## src/design/page_map_pkg.sv

```systemverilog
// Constants shared by the program page mapper and its page-select register
package page_map_pkg;
	localparam int PC_WIDTH = 12;
	localparam int OFFSET_WIDTH = 11;
	localparam int PAGE_WIDTH = 2;
	localparam int PHYS_WIDTH = 13;
	localparam int DATA_ADDR_WIDTH = 8;
	localparam int DATA_WIDTH = 8;
	localparam logic [7:0] PAGE_SELECT_ADDR = 8'hCA;
	localparam logic [1:0] STATIC_PAGE = 2'h1;
	localparam logic [1:0] PAGE_SELECT_RESET = 2'h1;
	localparam int UPPER_BIT = 11;
	localparam logic [11:0] RESET_VECTOR_ADDR = 12'hFFE;
	localparam logic [11:0] NMI_VECTOR_ADDR = 12'hFFC;
	localparam logic [11:0] IRQ_VECTOR_FIRST = 12'hFF0;
	localparam logic [11:0] IRQ_VECTOR_LAST = 12'hFF7;
	localparam logic [12:0] PHYS_RESET_VALUE = 13'h0000;
	typedef enum logic [1:0] {
		SEL_IDLE = 2'b01,
		SEL_WRITE = 2'b10
	} sel_state_e;
endpackage : page_map_pkg

```

## src/design/page_select_reg.sv

```systemverilog
// Write-only page-select register on the core data bus
`timescale 1ns/1ps
module page_select_reg #(
	parameter int DW = 8
) (
	input wire logic clk,
	input wire logic rst_n,
	input wire logic wr_en,
	input wire logic [DW-1:0] wr_data,
	output logic [1:0] page_q
);
	// Only bits 1-0 are kept; the upper bits are ignored
	always_ff @(posedge clk) begin
		if (!rst_n) begin
			page_q <= page_map_pkg::PAGE_SELECT_RESET;
		end else if (wr_en) begin
			page_q <= wr_data[1:0];
		end
	end
endmodule : page_select_reg

```

## src/design/program_page_mapper.sv

```systemverilog
// Program counter to physical program memory address translation
`timescale 1ns/1ps
// Summary of operation
// (RULE_01) Every fetch or operand access is addressed by a 12-bit program counter and translated.
// (RULE_02) Memory is four 2-Kbyte pages; page index above the low 11 bits forms the address.
// (RULE_03) With counter bit 11 low, the access goes to the page held in the page-select register.
// (RULE_04) With counter bit 11 high, the access always goes to the static page.
// (RULE_05) Selecting the static page through the low range reaches the same storage.
// (RULE_06) Reset, NMI and interrupt vectors sit at the top of the static page.
// (RULE_07) Software changes dynamic pages only from code running in the static page.
// (RULE_08) Bits 1-0 of the page-select register pick the page; upper bits are unused.
// (RULE_09) The page-select register is write-only at data address CAh.
// (RULE_10) A page-select write takes effect on the next fetch after the write completes.
module program_page_mapper #(
	parameter int PCW = page_map_pkg::PC_WIDTH,
	parameter int DW = page_map_pkg::DATA_WIDTH
) (
	input wire logic CLK_SYS,
	input wire logic RESETN,
	input wire logic FETCH_VALID,
	input wire logic [PCW-1:0] PROGRAM_COUNTER,
	input wire logic DATA_WR,
	input wire logic [page_map_pkg::DATA_ADDR_WIDTH-1:0] DATA_ADDR,
	input wire logic [DW-1:0] DATA_WDATA,
	output logic [page_map_pkg::PHYS_WIDTH-1:0] PHYS_ADDR,
	output logic PHYS_VALID,
	output logic STATIC_HIT,
	output logic VECTOR_HIT,
	output logic [1:0] CUR_PAGE
);
	logic page_wr;
	logic [1:0] page_select_bits;
	logic [1:0] page_sel;
	logic upper;
	logic in_irq_slots;
	logic in_nmi_slot;
	logic in_reset_slot;
	logic vector_slot;
	page_map_pkg::sel_state_e sel_q;
	page_map_pkg::sel_state_e sel_d;

	// Decode of the write-only register; reads have no decode at all
	assign page_wr = DATA_WR && (DATA_ADDR == page_map_pkg::PAGE_SELECT_ADDR); // [RULE_09]

	page_select_reg #(
		.DW(DW)
	) u_sel (
		.clk(CLK_SYS),
		.rst_n(RESETN),
		.wr_en(page_wr),
		.wr_data(DATA_WDATA), // [RULE_08]
		.page_q(page_select_bits)
	);

	// Tracks a write in flight so tooling can see when the new page lands
	always_comb begin
		sel_d = sel_q;
		case (sel_q)
			page_map_pkg::SEL_IDLE: begin
				if (page_wr) begin
					sel_d = page_map_pkg::SEL_WRITE;
				end
			end
			page_map_pkg::SEL_WRITE: begin
				if (!page_wr) begin
					sel_d = page_map_pkg::SEL_IDLE;
				end
			end
			default: sel_d = page_map_pkg::SEL_IDLE;
		endcase
	end

	always_ff @(posedge CLK_SYS) begin
		if (!RESETN) begin
			sel_q <= page_map_pkg::SEL_IDLE;
		end else begin
			sel_q <= sel_d;
		end
	end

	// Register value is used only after the write edge, so a fetch in the
	// write cycle still sees the old page
	assign upper = PROGRAM_COUNTER[page_map_pkg::UPPER_BIT]; // [RULE_01]
	assign page_sel = upper ? page_map_pkg::STATIC_PAGE : page_select_bits; // [RULE_03] [RULE_04] [RULE_10]

	// Vector slots decoded on the full counter; the reserved words between
	// the interrupt and NMI slots stay unflagged on purpose
	assign in_irq_slots = (PROGRAM_COUNTER >= page_map_pkg::IRQ_VECTOR_FIRST) &&
		(PROGRAM_COUNTER <= page_map_pkg::IRQ_VECTOR_LAST); // [RULE_06]
	assign in_nmi_slot = (PROGRAM_COUNTER >= page_map_pkg::NMI_VECTOR_ADDR) &&
		(PROGRAM_COUNTER < page_map_pkg::RESET_VECTOR_ADDR); // [RULE_06]
	assign in_reset_slot = (PROGRAM_COUNTER >= page_map_pkg::RESET_VECTOR_ADDR); // [RULE_06]
	assign vector_slot = upper && (in_irq_slots || in_nmi_slot || in_reset_slot);

	// Registered translation; one cycle of latency from request to address
	always_ff @(posedge CLK_SYS) begin
		if (!RESETN) begin
			PHYS_ADDR <= page_map_pkg::PHYS_RESET_VALUE;
			PHYS_VALID <= 1'b0;
			STATIC_HIT <= 1'b0;
			VECTOR_HIT <= 1'b0;
		end else begin
			PHYS_VALID <= FETCH_VALID;
			if (FETCH_VALID) begin
				// Same page index for both routes into the static page
				PHYS_ADDR <= {page_sel, PROGRAM_COUNTER[page_map_pkg::OFFSET_WIDTH-1:0]}; // [RULE_02] [RULE_05]
				STATIC_HIT <= (page_sel == page_map_pkg::STATIC_PAGE);
				// Vector area flag, reset/NMI/interrupt slots
				VECTOR_HIT <= vector_slot; // [RULE_06]
			end
		end
	end

	// Current page mirror for debug
	always_ff @(posedge CLK_SYS) begin
		if (!RESETN) begin
			CUR_PAGE <= page_map_pkg::PAGE_SELECT_RESET;
		end else begin
			CUR_PAGE <= page_select_bits;
		end
	end
endmodule : program_page_mapper

```

## config.mk

```make
export PLATFORM = sky130hd
export DESIGN_NAME = program_page_mapper
export DESIGN_NICKNAME = d
export VERILOG_FILES = /design/src/design/page_map_pkg.sv /design/src/design/page_select_reg.sv /design/src/design/program_page_mapper.sv
export SDC_FILE = /design/constraint.sdc
export NUM_CORES = 1
export LEC_CHECK = 0
export ABC_AREA = 1
export BUFFER_PORTS_ARGS = -buffer_cell sky130_fd_sc_hd__buf_2
export CORE_MARGIN = 3
export CORE_UTILIZATION = 41
export CTS_BUF_LIST = sky130_fd_sc_hd__clkbuf_8 sky130_fd_sc_hd__clkbuf_16
export DETAILED_ROUTE_END_ITERATION = 16
export HOLD_SLACK_MARGIN = 0.08
export PLACE_DENSITY = 0.77
export SETUP_SLACK_MARGIN = 0.02
export SLEW_MARGIN = 0
export SYNTH_ARGS = -nofsm -noshare
export SYNTH_HDL_FRONTEND = slang
export SYNTH_SLANG_ARGS = --single-unit
```

## constraint.sdc

```tcl
create_clock -name CLK_SYS -period 0.9 [get_ports CLK_SYS]
set_clock_uncertainty 0.2 [all_clocks]
set_input_delay 0 -clock CLK_SYS [delete_from_list [all_inputs] [get_ports CLK_SYS]]
set_output_delay 0 -clock CLK_SYS [all_outputs]
set_load 0.02 [all_outputs]
```

==> impl_summary.md <==
Timing
The maximum clock frequency is 1.08 GHz. The post-layout minimum cycle time is 0.925 ns. The ratio of final minimum period to clock period is 103%. Setup violations remaining at the end of the flow were counted as 13. The final hold violation count is 20. Setup repair after global routing could not meet its margin everywhere.

The worst max-slew margin expressed relative to the limit is 82.8%. The count of final max-slew check failures is 0. Final hold analysis gives a worst-case slack of -0.211 ns. The smallest setup slack after layout is -0.0251 ns. The pin slew with the least headroom to its limit is 0.258 ns. The setup total negative slack is -0.106 ns.

Floorplanning
The initialized floorplan defines 15 standard-cell rows. The die span in y is 50.7 um. The area inside the core boundary is 1800 um^2. The area of the die is 2570 um^2. The number of top-level pins is 50. The initial utilization of the core area, before any placement, comes to 45.5%. The floorplan step set the die width to 50.7 um.

Global routing
The number of global-route vias before repair came to 867. The global router's overall resource usage is 18.6%. The overall overflow remaining after global route is 0.

The maximum number of pins on one net before global-route repair is 18. The first-pass GRT wire length is 3710 um. The number of antenna violations at the first check in global routing came to 0.

Routing
The residual antenna-violating net count after detailed routing is 0. Using the TritonRoute via totals, the vias-per-cell ratio works out to 4.66. In this run, the number of DRC markers left after iteration 0 of detailed routing was 15. After detailed routing, the total wire length is 2230 um.

The final routed DRC violation total is 0. After detailed routing, the average wire length per cell comes to 12.1 um. For this block, the via count after detailed routing is 858.

Before antenna repair, the detailed router went through 4 iterations.

Critical path
For the worst setup path, the data required time is 0.70 ns. For this design, the slowest cell found on the critical path is sky130_fd_sc_hd__dfxtp_2. The worst setup path is captured at an output port. Data on the critical path arrives at its endpoint at 0.73 ns.

The maximum net fanout on the critical path is 2. The type of the worst setup path is reg2out. The total buffers and inverters traversed by the critical path is 1.

The maximum single-stage delay on the critical path is 0.35 ns. The critical path goes through buf_6. The worst setup path is launched from a flip-flop.

Among cell families on the critical path, the largest total delay comes from flip-flops.

Synthesis
In the synthesized netlist, the cells that appear most often are sky130_fd_sc_hd__nor2_1 (27), sky130_fd_sc_hd__dfxtp_1 (20), sky130_fd_sc_hd__nand2_1 (17). By instance count, the leading cell after synthesis is sky130_fd_sc_hd__nor2_1. The number of nets handed over by synthesis was 142. The main combinational cell family by area after synthesis is simple AND/OR/NAND/NOR gates. The most used flip-flop cell after synthesis is sky130_fd_sc_hd__dfxtp_1. Counting flops with a built-in enable in the synthesized netlist gives 0. The leading area contributor after synthesis is sky130_fd_sc_hd__dfxtp_1.

The distinct cell type count of the synthesized netlist is 15. The synthesized netlist devotes 12.4% of its cell area to compound gates. The fraction of synthesis flops using an asynchronous set or reset pin is 0%. The cell area that synthesis handed to floorplanning was 820 um^2. Summing the areas of all fa, ha and maj instances in the mapped netlist gives 0% of the synthesized area. The simple-gate portion of the synthesized area is 27.0%. Synthesis produced 110 cells. The Yosys step of the flow raised 0 warnings. The synthesized design devotes to its leading area cell type 48.9% of total area. The portion of the post-synthesis area used by sequential elements is 48.9%. The xor/xnor share of the synthesized area is 0%. The synthesized design contains 20 register bits. A synthesized cell averages 7.45 um^2. After synthesis, the share of cell area in mux cells is 0%. In the post-synthesis netlist, the biggest area contributors are sky130_fd_sc_hd__dfxtp_1 (49%), sky130_fd_sc_hd__nor2_1 (12%), sky130_fd_sc_hd__nand2_1 (7.8%).

Power and ir drop
The internal power of the cells totals 1.50 mW. The part of the power in registers is 48.5%. The leakage power is 0.641 nW. The power density normalized to cell area is 1550 nW/um^2. Per report_power, the clock group accounts for 33.5% of the total. The share of total power dissipated in combinational logic is 18.0%. The switching part of the total power is 25.0%.

VDD sags by at most 0.988 mV. The net switching power figure is 0.499 mW.

Clocking
The tree is rooted in a sky130_fd_sc_hd__clkbuf_8. CTS saw 20 sinks. Clock-pin slew was measured on the worst setup and hold paths at 0.07 ns. The number of buffers inserted by hold repair at cts is 3.

The number of levels in the clock H-tree is 1. After clock tree synthesis, the setup repair step added 0 buffers. TritonCTS built the clock tree.

The clock passes through at most 2 buffers. Clock latency on the worst-skew pair, taken at its later pin, is 0.25 ns. The CTS buffer count is 3.

Worst hold path
The worst min-delay path category is in2reg.

Final layout
For this run, the post-layout net count is 192. The post-synthesis to final-layout area growth is 57.7%. The filler cell count is 147. The fraction of final layout cells with drive strength greater than 1 is 52.2%. The final antenna diode count is 0.

Run status
The run finished, with violations left. The checks that failed: negative hold slack, negative setup slack.

Placement
Port buffering added 43 buffers. The total half-perimeter wirelength after legalization and detailed placement is 1510 um. The congestion estimate from routability-driven global placement came to 0.788.

Flow run
Max-cap violations in this run came to 0.
## cell usage in the layout, fill, tap and decap left out
cell | synthesis | layout
sky130_fd_sc_hd__nor2_1 | 27 | 25
sky130_fd_sc_hd__buf_2 | 0 | 25
sky130_fd_sc_hd__dfxtp_2 | 0 | 20
sky130_fd_sc_hd__buf_6 | 3 | 18
sky130_fd_sc_hd__nand2_1 | 17 | 15
sky130_fd_sc_hd__inv_1 | 13 | 12
sky130_fd_sc_hd__o21ai_0 | 11 | 7
sky130_fd_sc_hd__nor2_2 | 2 | 4
sky130_fd_sc_hd__o21ai_1 | 0 | 4
sky130_fd_sc_hd__a21oi_1 | 6 | 4
sky130_fd_sc_hd__clkbuf_8 | 0 | 4
sky130_fd_sc_hd__nand3_1 | 4 | 3
sky130_fd_sc_hd__a21oi_2 | 1 | 3
sky130_fd_sc_hd__dlygate4sd3_1 | 0 | 3
sky130_fd_sc_hd__buf_4 | 1 | 3
sky130_fd_sc_hd__nand4_1 | 2 | 2
sky130_fd_sc_hd__nand2_2 | 0 | 2
sky130_fd_sc_hd__inv_4 | 1 | 1
sky130_fd_sc_hd__inv_2 | 0 | 1
sky130_fd_sc_hd__o21bai_1 | 1 | 1
sky130_fd_sc_hd__nand2_4 | 1 | 1
sky130_fd_sc_hd__nand3_2 | 0 | 1
## worst reg2reg max path, delay by kind of cell, from the launching register on
| family | cells | cell delay, ns |
|---|---|---|
| flip-flops | 1 | 0.32 |
| AO/OA/AOI/OAI | 1 | 0.12 |
| AND/OR/NAND/NOR | 1 | 0.08 |
| buffers and inverters | 1 | 0.06 |
## cells by family after synthesis
| group | Yosys count |
|---|---|
| AOI/OAI and AO/OA | 19 |
| buffers and inverters | 18 |
| DFF | 20 |
| and+or+nand+nor | 53 |
## final cells by class
cell class | instances | area (um^2) | share of cell area [%]
flip-flops and latches | 20 | 425 | 32.9
multi-input cells | 72 | 345 | 26.7
inverters | 14 | 55.1 | 4.26
repair buffers | 49 | 380 | 29.4
well taps | 25 | 31.3 | 2.42
clock buffers | 4 | 55.1 | 4.26
## timing repair
| item | CTS | global route |
|---|---|---|
| endpoints found under the hold margin | 20 | 20 |
| pin swaps | 0 | 1 |
| gates resized for setup | 56 | 11 |
| endpoints found under the setup margin | 21 | 29 |
## power groups by stage
stage,registers (mW),clock network (mW),logic (mW)
finish,0.970,0.670,0.361
global placement,0.966,0,0.278
global route,0.975,0.718,0.395
detailed placement,0.968,0,0.286
CTS,0.968,0.671,0.348
floorplan,1.02,0,0.112
## per-stage QoR
stage	total power, mW	setup WS (ns)	cells	util [%]	instance area [um^2]
after floorplan	1.13	0.0237	110	-	821
after global placement	1.24	0.0427	177	58.2	1050
after detailed placement	1.25	-0.0159	177	58.2	1050
after CTS	1.99	-0.0105	184	70.6	1270
after global routing	2.09	-0.0406	184	71.7	1290
final	2.00	-0.0251	184	71.7	1290
## final timing paths
path / startpoint / to / cells past startpoint / slack (ns)
max: PHYS_ADDR[7]$_SDFFE_PN0P_ / PHYS_ADDR[7] / 1 / -0.03
min: PROGRAM_COUNTER[6] / PHYS_ADDR[6]$_SDFFE_PN0P_ / 3 / -0.21
max reg2reg: u_sel.page_q[0]$_SDFFE_PN1P_ / u_sel.page_q[0]$_SDFFE_PN1P_ / 3 / -0.01
min reg2reg: u_sel.page_q[0]$_SDFFE_PN1P_ / CUR_PAGE[0]$_SDFF_PN1_ / 2 / 0.24
## registers in the layout (all words and copies together), names as in the netlist
name,count
PHYS_ADDR,13
CUR_PAGE,2
u_sel.page_q,2
PHYS_VALID,1
STATIC_HIT,1
VECTOR_HIT,1
## metal layers
metal | up-vias | part of all wire, % | global-route usage, %
met1 | 392 | 39 | 20.5
met2 | 24 | 56 | 35.9
met5 | - | 0 | 0
met3 | 0 | 5.1 | 2.97
met4 | 0 | 0 | 5.38
li1 | 442 | - | -
No activity file was read; power rests on OpenSTA's default activity.
